`src/core/cwg_pkg.sv`:
```
// Constants, field layout and carrier types of the complementary waveform unit
// ============================================================
// How it works
// - Three independent generator channels exist
// - Two primary waveforms from selected pulse
// - Off-to-on edges delayed behind other's on-to-off
// - Faults end active drive promptly
// - Three-bit mode field selects six modes
// - One pulse input yields four outputs
// - Auto-shutdown acts in every mode
// - Half-bridge: A follows input, B inverse
// - Half-bridge inserts dead band, never overlapping
// - Steering ignored in half-bridge mode
// - C, D copy A, B with own polarity in half-bridge and push-pull modes
// - Two 6-bit dead-band timers count clocks
// - Rising and falling dead band enabled separately
// - Shutdown forces configured override levels
package cwg_pkg;
    // ============================================================
    // Structure
    localparam int          CWG_CHANNELS     = 3;
    localparam int          CWG_DB_BITS      = 6;
    // ============================================================
    // Register byte offsets within one channel
    localparam logic [4:0]  CWG_OFS_CONTROL_0 = 5'h00;
    localparam logic [4:0]  CWG_OFS_CONTROL_1 = 5'h04;
    localparam logic [4:0]  CWG_OFS_RISE_DLY  = 5'h08;
    localparam logic [4:0]  CWG_OFS_FALL_DLY  = 5'h0c;
    localparam logic [4:0]  CWG_OFS_SHUT_CTL  = 5'h10;
    localparam logic [4:0]  CWG_OFS_STEER     = 5'h14;
    localparam logic [4:0]  CWG_OFS_STATUS    = 5'h18;
    // Channel select field of the byte address
    localparam int          CWG_CH_LSB       = 5;
    localparam int          CWG_CH_MSB       = 6;
    // ============================================================
    // Field positions
    localparam int          CWG_F_EN         = 7;
    localparam int          CWG_F_RISE_EN    = 4;
    localparam int          CWG_F_FALL_EN    = 5;
    localparam int          CWG_F_AUTO_EN    = 0;
    localparam int          CWG_F_RESTART    = 1;
    localparam int          CWG_F_SW_SHUT    = 2;
    localparam int          CWG_F_LVL_LSB    = 4;
    localparam int          CWG_F_SHUT_STAT  = 0;
    localparam int          CWG_F_IN_STAT    = 1;
    // ============================================================
    // Mode encoding
    localparam logic [2:0]  CWG_MODE_HALF    = 3'h0;
    localparam logic [2:0]  CWG_MODE_PUSH    = 3'h1;
    localparam logic [2:0]  CWG_MODE_ASTEER  = 3'h2;
    localparam logic [2:0]  CWG_MODE_SSTEER  = 3'h3;
    localparam logic [2:0]  CWG_MODE_FWD     = 3'h4;
    localparam logic [2:0]  CWG_MODE_REV     = 3'h5;
    // ============================================================
    // Reset values and AHB transfer code
    localparam logic [3:0]  CWG_RST_POL      = 4'h0;
    localparam logic [3:0]  CWG_RST_LVL      = 4'h0;
    localparam logic [3:0]  CWG_RST_STEER    = 4'h0;
    localparam logic [5:0]  CWG_RST_DLY      = 6'h00;
    localparam logic [1:0]  CWG_HTRANS_NONSEQ = 2'h2;
    // ============================================================
    // Carriers
    typedef struct packed {
        logic                   en;
        logic [2:0]             mode;
        logic [3:0]             pol;
        logic                   rise_en;
        logic                   fall_en;
        logic [CWG_DB_BITS-1:0] rise_dly;
        logic [CWG_DB_BITS-1:0] fall_dly;
        logic                   auto_en;
        logic                   auto_restart;
        logic                   sw_shut;
        logic [3:0]             shut_lvl;
        logic [3:0]             steer;
    } cwg_cfg_type;

    typedef struct packed {
        logic                   in_s1;
        logic                   in_s2;
        logic                   in_d;
        logic                   sd_s1;
        logic                   sd_s2;
        logic [CWG_DB_BITS-1:0] rise_cnt;
        logic [CWG_DB_BITS-1:0] fall_cnt;
        logic                   a_ok;
        logic                   b_ok;
        logic                   pp_sel;
        logic                   shut;
        logic [3:0]             steer_sync;
        logic [3:0]             out;
    } cwg_chan_type;
endpackage

```
`src/core/cwg_top.sv`:
```
// AHB-Lite slave with three complementary waveform channels
module cwg_top
    import cwg_pkg::*;
(
    input  wire logic                    hclk,
    input  wire logic                    hresetn,
    input  wire logic                    hsel,
    input  wire logic [31:0]             haddr,
    input  wire logic [1:0]              htrans,
    input  wire logic                    hwrite,
    input  wire logic [2:0]              hsize,
    input  wire logic [31:0]             hwdata,
    input  wire logic                    hready,
    output logic      [31:0]             hrdata,
    output logic                         hreadyout,
    output logic                         hresp,
    input  wire logic [CWG_CHANNELS-1:0] pulse_in,
    input  wire logic [CWG_CHANNELS-1:0] shutdown_in,
    output logic      [CWG_CHANNELS-1:0] drive_output_a,
    output logic      [CWG_CHANNELS-1:0] drive_output_b,
    output logic      [CWG_CHANNELS-1:0] drive_output_c,
    output logic      [CWG_CHANNELS-1:0] drive_output_d
);
    // ============================================================
    // State
    typedef struct packed {
        cwg_cfg_type  [CWG_CHANNELS-1:0] cfg;
        cwg_chan_type [CWG_CHANNELS-1:0] ch;
        logic                            dp_wr;
        logic [1:0]                      dp_ch;
        logic [4:0]                      dp_ofs;
        logic [31:0]                     rdata;
    } cwg_state_type;

    cwg_state_type st_r;
    cwg_state_type st_nxt;

    logic       addr_ok;
    logic [1:0] addr_ch;
    logic [4:0] addr_ofs;
    logic       take;

    assign addr_ch   = haddr[CWG_CH_MSB:CWG_CH_LSB];
    assign addr_ofs  = haddr[CWG_CH_LSB-1:0];
    assign addr_ok   = (haddr[31:CWG_CH_MSB+1] == 25'h0000000) && (addr_ch < 2'h3);
    assign take      = hsel && hready && (htrans == CWG_HTRANS_NONSEQ);
    assign hreadyout = 1'b1;
    assign hresp     = 1'b0;
    assign hrdata    = st_r.rdata;

    // ============================================================
    // Next state
    always_comb begin
        logic                   edge_r;
        logic                   edge_f;
        logic                   a_mod;
        logic                   b_mod;
        logic                   sd_set;
        logic                   sd_clr;
        logic                   wsel;
        logic [3:0]             base;
        logic [3:0]             stv;
        cwg_cfg_type            c;
        edge_r = 1'b0;
        edge_f = 1'b0;
        a_mod  = 1'b0;
        b_mod  = 1'b0;
        sd_set = 1'b0;
        sd_clr = 1'b0;
        wsel   = 1'b0;
        base   = 4'h0;
        stv    = 4'h0;
        c      = '0;
        st_nxt = st_r;
        st_nxt.dp_wr = 1'b0;
        // Address phase
        if (take) begin
            st_nxt.dp_wr  = hwrite && addr_ok;
            st_nxt.dp_ch  = addr_ch;
            st_nxt.dp_ofs = addr_ofs;
            st_nxt.rdata  = 32'h00000000;
            if (!hwrite && addr_ok) begin
                c = st_r.cfg[addr_ch];
                case (addr_ofs)
                    CWG_OFS_CONTROL_0: st_nxt.rdata = {24'h000000, c.en, 4'h0, c.mode};
                    CWG_OFS_CONTROL_1: st_nxt.rdata = {26'h0000000, c.fall_en, c.rise_en,
                                                       c.pol};
                    CWG_OFS_RISE_DLY:  st_nxt.rdata = {26'h0000000, c.rise_dly};
                    CWG_OFS_FALL_DLY:  st_nxt.rdata = {26'h0000000, c.fall_dly};
                    CWG_OFS_SHUT_CTL:  st_nxt.rdata = {24'h000000, c.shut_lvl, 1'b0,
                                                       c.sw_shut, c.auto_restart, c.auto_en};
                    CWG_OFS_STEER:     st_nxt.rdata = {28'h0000000, c.steer};
                    CWG_OFS_STATUS:    st_nxt.rdata = {24'h000000, st_r.ch[addr_ch].out, 2'h0,
                                                       st_r.ch[addr_ch].in_d,
                                                       st_r.ch[addr_ch].shut};
                    default:           st_nxt.rdata = 32'h00000000;
                endcase
            end
        end
        for (int i = 0; i < CWG_CHANNELS; i++) begin
            // Data phase write
            wsel = st_r.dp_wr && (st_r.dp_ch == i[1:0]);
            if (wsel) begin
                case (st_r.dp_ofs)
                    CWG_OFS_CONTROL_0: begin
                        st_nxt.cfg[i].en   = hwdata[CWG_F_EN];
                        st_nxt.cfg[i].mode = hwdata[2:0];
                    end
                    CWG_OFS_CONTROL_1: begin
                        st_nxt.cfg[i].pol     = hwdata[3:0];
                        st_nxt.cfg[i].rise_en = hwdata[CWG_F_RISE_EN];
                        st_nxt.cfg[i].fall_en = hwdata[CWG_F_FALL_EN];
                    end
                    CWG_OFS_RISE_DLY: st_nxt.cfg[i].rise_dly = hwdata[CWG_DB_BITS-1:0];
                    CWG_OFS_FALL_DLY: st_nxt.cfg[i].fall_dly = hwdata[CWG_DB_BITS-1:0];
                    CWG_OFS_SHUT_CTL: begin
                        st_nxt.cfg[i].auto_en      = hwdata[CWG_F_AUTO_EN];
                        st_nxt.cfg[i].auto_restart = hwdata[CWG_F_RESTART];
                        st_nxt.cfg[i].sw_shut      = hwdata[CWG_F_SW_SHUT];
                        st_nxt.cfg[i].shut_lvl     = hwdata[CWG_F_LVL_LSB+3:CWG_F_LVL_LSB];
                    end
                    CWG_OFS_STEER: st_nxt.cfg[i].steer = hwdata[3:0];
                    default: ;
                endcase
            end
            c = st_r.cfg[i];
            // Synchronisers
            st_nxt.ch[i].in_s1 = pulse_in[i];
            st_nxt.ch[i].in_s2 = st_r.ch[i].in_s1;
            st_nxt.ch[i].in_d  = st_r.ch[i].in_s2;
            st_nxt.ch[i].sd_s1 = shutdown_in[i];
            st_nxt.ch[i].sd_s2 = st_r.ch[i].sd_s1;
            edge_r = st_r.ch[i].in_s2 && !st_r.ch[i].in_d;
            edge_f = !st_r.ch[i].in_s2 && st_r.ch[i].in_d;
            // Dead-band timers
            if (edge_r) begin
                st_nxt.ch[i].b_ok     = 1'b0;
                st_nxt.ch[i].fall_cnt = '0;
                if (c.rise_en && (c.rise_dly != 6'h00)) begin
                    st_nxt.ch[i].rise_cnt = c.rise_dly;
                    st_nxt.ch[i].a_ok     = 1'b0;
                end else begin
                    st_nxt.ch[i].a_ok = 1'b1;
                end
            end else if (st_r.ch[i].rise_cnt != 6'h00) begin
                st_nxt.ch[i].rise_cnt = st_r.ch[i].rise_cnt - 6'h01;
                st_nxt.ch[i].a_ok     = (st_r.ch[i].rise_cnt == 6'h01);
            end
            if (edge_f) begin
                st_nxt.ch[i].a_ok     = 1'b0;
                st_nxt.ch[i].rise_cnt = '0;
                if (c.fall_en && (c.fall_dly != 6'h00)) begin
                    st_nxt.ch[i].fall_cnt = c.fall_dly;
                    st_nxt.ch[i].b_ok     = 1'b0;
                end else begin
                    st_nxt.ch[i].b_ok = 1'b1;
                end
            end else if (st_r.ch[i].fall_cnt != 6'h00) begin
                st_nxt.ch[i].fall_cnt = st_r.ch[i].fall_cnt - 6'h01;
                st_nxt.ch[i].b_ok     = (st_r.ch[i].fall_cnt == 6'h01);
            end
            // Push-pull alternation and synchronous steering latch
            if (edge_r) begin
                st_nxt.ch[i].pp_sel     = !st_r.ch[i].pp_sel;
                st_nxt.ch[i].steer_sync = c.steer;
            end
            // Shutdown, set wins over clear
            sd_set = (c.auto_en && st_r.ch[i].sd_s2) || c.sw_shut;
            sd_clr = (c.auto_restart && !sd_set) ||
                     (wsel && (st_r.dp_ofs == CWG_OFS_STATUS) && hwdata[CWG_F_SHUT_STAT]);
            st_nxt.ch[i].shut = sd_set || (st_r.ch[i].shut && !sd_clr);
            // Waveforms
            a_mod = st_r.ch[i].in_d && st_r.ch[i].a_ok;
            b_mod = !st_r.ch[i].in_d && st_r.ch[i].b_ok;
            stv   = (c.mode == CWG_MODE_SSTEER) ? st_r.ch[i].steer_sync : c.steer;
            base  = 4'h0;
            if (c.en) begin
                case (c.mode)
                    CWG_MODE_HALF: base = {b_mod, a_mod, b_mod, a_mod};
                    CWG_MODE_PUSH: begin
                        base[0] = a_mod && st_r.ch[i].pp_sel;
                        base[1] = a_mod && !st_r.ch[i].pp_sel;
                        base[2] = base[0];
                        base[3] = base[1];
                    end
                    CWG_MODE_ASTEER: base = stv & {4{a_mod}};
                    CWG_MODE_SSTEER: base = stv & {4{a_mod}};
                    CWG_MODE_FWD:    base = {a_mod, 1'b0, 1'b0, 1'b1};
                    CWG_MODE_REV:    base = {1'b0, 1'b1, a_mod, 1'b0};
                    default:         base = 4'h0;
                endcase
            end
            if (st_r.ch[i].shut) begin
                st_nxt.ch[i].out = c.shut_lvl;
            end else begin
                st_nxt.ch[i].out = base ^ c.pol;
            end
        end
    end

    // ============================================================
    // Registers
    always_ff @(posedge hclk or negedge hresetn) begin
        if (!hresetn) begin
            for (int i = 0; i < CWG_CHANNELS; i++) begin
                st_r.cfg[i] <= '{en: 1'b0, mode: CWG_MODE_HALF, pol: CWG_RST_POL,
                                 rise_en: 1'b0, fall_en: 1'b0, rise_dly: CWG_RST_DLY,
                                 fall_dly: CWG_RST_DLY, auto_en: 1'b0, auto_restart: 1'b0,
                                 sw_shut: 1'b0, shut_lvl: CWG_RST_LVL,
                                 steer: CWG_RST_STEER};
                // Input idles low, so output B may drive
                st_r.ch[i]  <= '{b_ok: 1'b1, default: '0};
            end
            st_r.dp_wr  <= 1'b0;
            st_r.dp_ch  <= 2'h0;
            st_r.dp_ofs <= 5'h00;
            st_r.rdata  <= 32'h00000000;
        end else begin
            st_r <= st_nxt;
        end
    end

    for (genvar g = 0; g < CWG_CHANNELS; g++) begin : g_out
        assign drive_output_a[g] = st_r.ch[g].out[0];
        assign drive_output_b[g] = st_r.ch[g].out[1];
        assign drive_output_c[g] = st_r.ch[g].out[2];
        assign drive_output_d[g] = st_r.ch[g].out[3];

        // ========================================================
        // Checks
        logic hb_run;
        assign hb_run = st_r.cfg[g].en && (st_r.cfg[g].mode == CWG_MODE_HALF)
                        && !st_r.ch[g].shut && !st_nxt.ch[g].shut;

        chk_hb_overlap: assert property (
            @(posedge hclk) disable iff (!hresetn)
            (hb_run && $stable(st_r.cfg[g])) |=>
                !((st_r.ch[g].out[0] ^ $past(st_r.cfg[g].pol[0])) &&
                  (st_r.ch[g].out[1] ^ $past(st_r.cfg[g].pol[1]))))
            else $error("Half-bridge outputs overlap");

        chk_cd_mirror: assert property (
            @(posedge hclk) disable iff (!hresetn)
            (hb_run && $stable(st_r.cfg[g])) |=>
                ((st_r.ch[g].out[2] ^ $past(st_r.cfg[g].pol[2])) ==
                 (st_r.ch[g].out[0] ^ $past(st_r.cfg[g].pol[0]))) &&
                ((st_r.ch[g].out[3] ^ $past(st_r.cfg[g].pol[3])) ==
                 (st_r.ch[g].out[1] ^ $past(st_r.cfg[g].pol[1]))))
            else $error("Outputs C D do not mirror A B");

        chk_hb_follow: assert property (
            @(posedge hclk) disable iff (!hresetn)
            (hb_run && !st_r.cfg[g].rise_en && !st_r.cfg[g].fall_en && $stable(st_r.cfg[g])
             && st_r.ch[g].in_d == $past(st_r.ch[g].in_d)) |=>
                (st_r.ch[g].out[0] ^ $past(st_r.cfg[g].pol[0])) == $past(st_r.ch[g].in_d) &&
                (st_r.ch[g].out[1] ^ $past(st_r.cfg[g].pol[1])) == !$past(st_r.ch[g].in_d))
            else $error("Half-bridge outputs do not follow input");

        chk_rise_wait: assert property (
            @(posedge hclk) disable iff (!hresetn)
            (st_r.ch[g].in_s2 && !st_r.ch[g].in_d && st_r.cfg[g].rise_en &&
             st_r.cfg[g].rise_dly != 6'h00) |=>
                !st_r.ch[g].a_ok && st_r.ch[g].rise_cnt == $past(st_r.cfg[g].rise_dly))
            else $error("Rising dead band not started");

        chk_rise_skip: assert property (
            @(posedge hclk) disable iff (!hresetn)
            (st_r.ch[g].in_s2 && !st_r.ch[g].in_d && !st_r.cfg[g].rise_en) |=>
                st_r.ch[g].a_ok)
            else $error("Disabled rising dead band delays output");

        chk_fall_wait: assert property (
            @(posedge hclk) disable iff (!hresetn)
            (!st_r.ch[g].in_s2 && st_r.ch[g].in_d && st_r.cfg[g].fall_en &&
             st_r.cfg[g].fall_dly != 6'h00) |=>
                !st_r.ch[g].b_ok && st_r.ch[g].fall_cnt == $past(st_r.cfg[g].fall_dly))
            else $error("Falling dead band not started");

        chk_fall_done: assert property (
            @(posedge hclk) disable iff (!hresetn)
            $rose(st_r.ch[g].b_ok) |->
                ($past(st_r.ch[g].fall_cnt) == 6'h01) || $past(st_r.ch[g].in_d))
            else $error("Falling dead band ended off count");

        chk_db_counts: assert property (
            @(posedge hclk) disable iff (!hresetn)
            $rose(st_r.ch[g].a_ok) |->
                ($past(st_r.ch[g].rise_cnt) == 6'h01) || $past(st_r.ch[g].in_s2))
            else $error("Rising dead band ended off count");

        chk_shut_auto: assert property (
            @(posedge hclk) disable iff (!hresetn)
            (st_r.cfg[g].auto_en && st_r.ch[g].sd_s2) |=> st_r.ch[g].shut)
            else $error("Auto-shutdown not entered");

        chk_shut_levels: assert property (
            @(posedge hclk) disable iff (!hresetn)
            (st_r.ch[g].shut && $stable(st_r.cfg[g].shut_lvl)) |=>
                st_r.ch[g].out == $past(st_r.cfg[g].shut_lvl))
            else $error("Shutdown override levels not driven");

        chk_pin_to_off: assert property (
            @(posedge hclk) disable iff (!hresetn)
            ($rose(shutdown_in[g]) && st_r.cfg[g].auto_en) ##1 st_r.cfg[g].auto_en [*2]
                |=> ##1 st_r.ch[g].out == st_r.cfg[g].shut_lvl)
            else $error("Shutdown pin slow to override");

        chk_bad_mode: assert property (
            @(posedge hclk) disable iff (!hresetn)
            (st_r.cfg[g].mode > CWG_MODE_REV && !st_r.ch[g].shut && !st_nxt.ch[g].shut
             && $stable(st_r.cfg[g])) |=> st_r.ch[g].out == $past(st_r.cfg[g].pol))
            else $error("Unassigned mode drives outputs");

        chk_push_alt: assert property (
            @(posedge hclk) disable iff (!hresetn)
            (st_r.cfg[g].en && st_r.cfg[g].mode == CWG_MODE_PUSH && !st_r.ch[g].shut) |=>
                !((st_r.ch[g].out[0] ^ $past(st_r.cfg[g].pol[0])) &&
                  (st_r.ch[g].out[1] ^ $past(st_r.cfg[g].pol[1]))))
            else $error("Push-pull outputs both active");

        chk_shut_hold: assert property (
            @(posedge hclk) disable iff (!hresetn)
            (st_r.ch[g].shut && !st_r.cfg[g].auto_restart && !st_r.dp_wr) |=>
                st_r.ch[g].shut)
            else $error("Shutdown released without clear");

        chk_shut_soft: assert property (
            @(posedge hclk) disable iff (!hresetn)
            st_r.cfg[g].sw_shut |=> st_r.ch[g].shut)
            else $error("Software shutdown not entered");

        cov_hb_active: cover property (@(posedge hclk) disable iff (!hresetn)
            hb_run && st_r.ch[g].a_ok && st_r.ch[g].in_d);
        cov_shutdown: cover property (@(posedge hclk) disable iff (!hresetn)
            $rose(st_r.ch[g].shut));
        cov_push_pull: cover property (@(posedge hclk) disable iff (!hresetn)
            st_r.cfg[g].mode == CWG_MODE_PUSH && $changed(st_r.ch[g].pp_sel));
        cov_full_rev: cover property (@(posedge hclk) disable iff (!hresetn)
            st_r.cfg[g].en && st_r.cfg[g].mode == CWG_MODE_REV && st_r.ch[g].in_d);
        cov_dead_band: cover property (@(posedge hclk) disable iff (!hresetn)
            st_r.ch[g].rise_cnt == 6'h01);
    end
endmodule

```
`config.mk`:
```
export PLATFORM = sky130hd
export DESIGN_NAME = cwg_top
export DESIGN_NICKNAME = d
export VERILOG_FILES = /design/src/core/cwg_pkg.sv /design/src/core/cwg_top.sv
export SDC_FILE = /design/constraint.sdc
export NUM_CORES = 1
export LEC_CHECK = 0
export BUFFER_PORTS_ARGS = -buffer_cell sky130_fd_sc_hd__buf_2
export CORE_MARGIN = 3
export CORE_UTILIZATION = 40
export CTS_CLUSTER_DIAMETER = 50
export DETAILED_ROUTE_END_ITERATION = 8
export PLACE_DENSITY = 0.55
export REMOVE_ABC_BUFFERS = 1
export SLEW_MARGIN = 0
export SYNTH_ARGS = -nofsm -noshare
export SYNTH_HDL_FRONTEND = slang
export SYNTH_SLANG_ARGS = --single-unit
```
`constraint.sdc`:
```
create_clock -name hclk -period 2.73 [get_ports hclk]
set_input_delay 0.4095 -clock hclk [delete_from_list [all_inputs] [get_ports hclk]]
set_output_delay 0.4095 -clock hclk [all_outputs]
set_load 0.02 [all_outputs]
```
After elaboration in Yosys (flattened, before gate mapping)
Index checks and enable logic that the tools add are counted.
- register bits: 226
- word-level logic and storage cells: 320
- add/sub/neg operators: 6
- order comparisons: 2
- equal/unequal tests: 39
- muxes and demuxes: 67
- bitwise operators: 6
- reduce and logical (&&, ||, !) cells: 121
- operator list (cell ; count):
    $mux 6 ; 24
    $reduce_bool 6->1 ; 12
    $bmux 33 s2 ; 1
    $pmux 4 s5 ; 3
    $bmux 29 s2 ; 1
    $pmux 8 s7 ; 1
    $logic_and 1x1->1 ; 47
    $reduce_and 2->1 ; 21
    $mux 40 ; 1
    $eq 6x1->1 const B ; 6
    $mux 4 ; 9
    $sub 6x1->6 const B ; 6
    $mux 33 ; 1
    $eq 5x5->1 const B ; 6
    $mux 27 ; 1
    $logic_not 25->1 ; 1
    $mux 1 ; 24
    $eq 5x4->1 const B ; 4
    $eq 3x2->1 const B ; 6
    $eq 3x3->1 const B ; 6
    $reduce_bool 3->1 ; 6
    $logic_not 1->1 ; 16
    $and 4x4->4 ; 3
    $xor 4x4->4 ; 3
    13 further kinds ; 32

Depth between registers and ports, before layout
- word-level depth: 8
- depth in mapped cells: 8
- gate-level depth less buffers: 7

Worst setup path before layout
Ideal clock, no wire load.
- path type: reg-to-reg
- start point: register st_r[87] in the netlist's numbering
- end point: register st_r[87] in the netlist's numbering
- setup time: 0.126 ns
- data arrival time: 2.032 ns
- path slack: 0.572 ns
- stages on the path, launching flop included: 8
- period minus slack after synthesis: 2.158 ns
- cells stage by stage: dfrtp_1 -> inv_1 -> ha_1 -> or3b_2 -> nor4b_4 -> nor3_1 -> a22o_1 -> a221o_1
- word-level cells in the longest chain between the ends: 4
- elaborated cells between the ends (all ways): 7
- those cells by class: add/sub: 1; mux: 3; reduce/logical: 3
- ends and longest elaborated chain (what ; line ; text):
    start, declared ; cwg_top.sv:35 ; cwg_state_type st_r;
    start signal, assigned ; cwg_top.sv:219 ; st_r <= st_nxt;
    $sub 6x1->6 ; cwg_top.sv:146 ; st_nxt.ch[i].rise_cnt = st_r.ch[i].rise_cnt - 6'h01;
    $mux 6 ; cwg_top.sv:145 ; end else if (st_r.ch[i].rise_cnt != 6'h00) begin
    $mux 6 ; cwg_top.sv:136 ; if (edge_r) begin
    $mux 6 ; cwg_top.sv:149 ; if (edge_f) begin
Parallel ways exist; a longest one is shown, timed or not. The select of a mux whose other input is x is not followed.
A chain may end at the register's enable or synchronous reset.

Final worst setup path
Ends and elaborated chain as after synthesis.

==> summary.md <==
| Metric | Value |
|---|---|
| Synth cell types | 67 |
| CTS tree | built |
| Hold WS | 0.1527 ns |
| Max Fclk | 418.0 MHz |
| Hold Vio Cnt, Final | 0 |
| Antenna violations before repair | 0 |
| Fin crit share | 87.64% |
| Crit Path Category | reg2reg |
| Gate Count Post-Synth | 1032 |
| Most common flop cell mapped by yosys | dfrtp_1 |
| Outcome | completed |
| Critical path arrival | 2.81 ns |
| Clock sink total | 202 |
| Synth area leaders | dfrtp_1 (45%), mux2_2 (13%), mux2i_1 (3.8%) |
| H-tree depth | 1 |
| Initial Utilization | 40.92% |
| Clk buf depth | 3 |
| #FFs+latches synth | 202 |
| Avg WL per Cell | 19.99 um |
| Number of port buffers | 72 |
| Average size of a mapped cell | 10.75 um2 |
| Clock-pin slew on the worst setup and hold paths | 0.06 ns |
| Hold crit path type | in2reg |
| Count of pins over their slew limit | 0 |
| DR vias/cell | 5.517 |
| Layout cells sized above 1 | 26.28% |
| Die ar. | 29760 um2 |
| Cts repair resizes | 0 |
| Largest net degree at the start of global routing | 59 |
| CP Data Required Time | 3.15 ns |
| Final wirelength | 29.64 mm |
| Worst-Skew Late Latency | 0.53 ns |
| P_leak | 5.573 nW |
| Yosys top cell by area | dfrtp_1 |
| Die width | 172.5 um |
| Tightest Pin Transition | 0.7814 ns |
| Routed Antenna Nets | 0 |
| PwrDens | 760.9 nW/um2 |
| RSZ-0062 raised after global routing | false |
| Slew Limit Headroom | 47.43% |
| Sequential element share of the synthesized area | 45.61% |
| Max VDD drop | 0.0004266 V |
| Final net count | 1190 |
| Startpoint type of the worst setup path | register |
| Max cap viols | 0 |
| Layout area overhead | 14.78% |
| Post-synth EDFFs | 0 |
| # setup viols final | 0 |
| Worst-path maximum fanout | 6 |
| DRT Pass-1 Iters | 6 |
| Post-route DRC | 0 |
| TritonCTS buffer count | 28 |
| Initial drt markers | 647 |
| Min Clock Period, post-route | 2.392 ns |
| Vias in the first global route | 8199 |
| Worst setup path endpoint | st_r[87] |
| Die height | 172.5 um |
| R2r setup slk | 0.34 ns |
| Cells on worst reg2reg path | 7 |
| CP Launch Point | st_r[87] |
| N_diodes | 0 |
| Synth Cell Area | 11090 um2 |
| Cell with the most instances after synthesis | dfrtp_1 |
| Root buf cell | clkbuf_16 |
| FF-to-FF End | st_r[87] |
| Async SR Flop Fraction | 100.0% |
| GRT Resource Usage Total | 19.73% |
| Final core utilization | 46.97% |
| Share of the synthesized area in the top cell type | 44.90% |
| First-pass GRT wire length | 47.73 mm |
| Total congestion overflow | 0 |
| Post-DP HPWL | 21.07 mm |
| Worst r2r src | st_r[87] |
| Worst Skew | 0.008232 ns |
| Placeable Area | 27100 um2 |
| Gpl congestion | 0.8657 |
| Site Rows | 60 |
| Worst Setup End Kind | register |
| YS warnings | 0 |
| I/O Pins | 126 |
| Vias | 8181 |
| Setup TNS | 0 ns |
| Post-synth top cells | dfrtp_1 (199), mux2_2 (129), nand2_1 (84) |
==> logic make-up (layout without fill, tap and decap cells) <==
kind of cell | Yosys count | count (layout) | share of synthesized area (%)
AOI/OAI and AO/OA | 194 | 194 | 12.39
xor gates and xnor gates | 20 | 20 | 1.579
other | 2 | 26 | 0.06771
DFF | 202 | 202 | 45.61
buffers and inverters | 122 | 177 | 5.754
and+or+nand+nor | 294 | 294 | 14.12
adders and majority gates | 21 | 21 | 2.369
muxes | 177 | 177 | 18.11
==> how the worst min path moves through the flow <==
stage                   endpoint         from  slack (ns)  cells past startpoint
6_report                st_r[39]    haddr[22]        0.15                      4
5_1_grt                 st_r[39]    haddr[30]        0.15                      3
4_1_cts                 st_r[39]    haddr[26]        0.13                      4
3_5_place_dp         st_nxt[124]  st_nxt[125]        0.33                      0
3_3_place_gp            st_r[93]   st_nxt[93]        0.33                      0
2_1_floorplan  drive_output_a[0]      hresetn        0.11                      0
==> cell type report <==
type                            count  area (um2)
Clock buffer                       34       774.5
Sequential cell                   202        5059
Timing Repair Buffer               97       611.8
Tap cell                          372       465.4
Multi-Input combinational cell    732        5484
Inverter                           28       105.1
Fill cell                        2498       14370
Clock inverter                     18       230.2
==> per-stage QoR <==
stage	area [um2]	power, mW	setup slack [ns]	instances
detailed placement	11650	5.875	0.3746	1424
CTS	12730	9.776	0.3579	1483
floorplan	10650	5.240	0.5655	962
global route	12730	10.21	0.2340	1483
global placement	11650	5.836	0.4178	1424
finish	12730	9.686	0.3375	1483
==> worst max-delay path, stage by stage, from the launching register on <==
cell	delay, ns
dfrtp_1	0.44
inv_1	0.08
ha_1	0.17
or3b_2	0.51
nor4b_4	0.40
nor3_1	0.17
a22o_1	0.22
a221o_1	0.28
==> sequential cells by signal (all words and copies together) (netlist names) <==
| register | count |
|---|---|
| hrdata | 8 |
| drive_output_b | 3 |
| drive_output_c | 3 |
| st_nxt | 9 |
| drive_output_d | 3 |
| drive_output_a | 3 |
| st_r | 173 |
==> power breakdown <==
group / total (mW) / internal (mW) / switching (mW) / leakage, nW
sequential: 3.94 / 3.42 / 0.511 / 2.48
combinational: 1.92 / 0.886 / 1.03 / 2.61
clock: 3.83 / 2.35 / 1.48 / 0.484
==> per-layer routing <==
layer,vias to the layer above,wire length (um),global-route usage [%]
li1,3873,-,-
met1,4084,14720,29.64
met2,194,13160,30.85
met3,30,1347,2.539
met4,0,414,3.785
met5,-,0,0
==> placed cells by master, fill, tap and decap left out, types with 7 or more instances in the layout <==
cell / Yosys / routed
a211oi_1: 8 / 8
a22o_1: 9 / 9
nor3b_1: 14 / 14
a21oi_1: 33 / 33
dfrtp_1: 199 / 199
nand3_1: 30 / 30
mux2_2: 129 / 129
conb_1: 2 / 26
inv_1: 28 / 28
xor2_1: 12 / 12
clkbuf_16: 0 / 29
a32oi_1: 9 / 9
or4_1: 8 / 8
buf_4: 46 / 15
nor3_1: 20 / 20
o21ai_0: 35 / 35
mux2i_1: 42 / 42
nor4_1: 19 / 19
o31ai_1: 12 / 12
dlygate4sd3_1: 0 / 7
xnor2_1: 8 / 8
ha_1: 21 / 21
a31oi_1: 10 / 10
nor2b_1: 11 / 11
nor2_1: 49 / 49
o22ai_1: 10 / 10
buf_2: 6 / 71
nand2_1: 84 / 84
nand2b_1: 17 / 17
==> repair_timing <==
item	CTS	global route
setup buffers	0	0
hold endpoints to repair	60	0
endpoints found under the setup margin	0	0
hold buffers	7	0
Note: power is estimated with default switching activity, not from simulation.
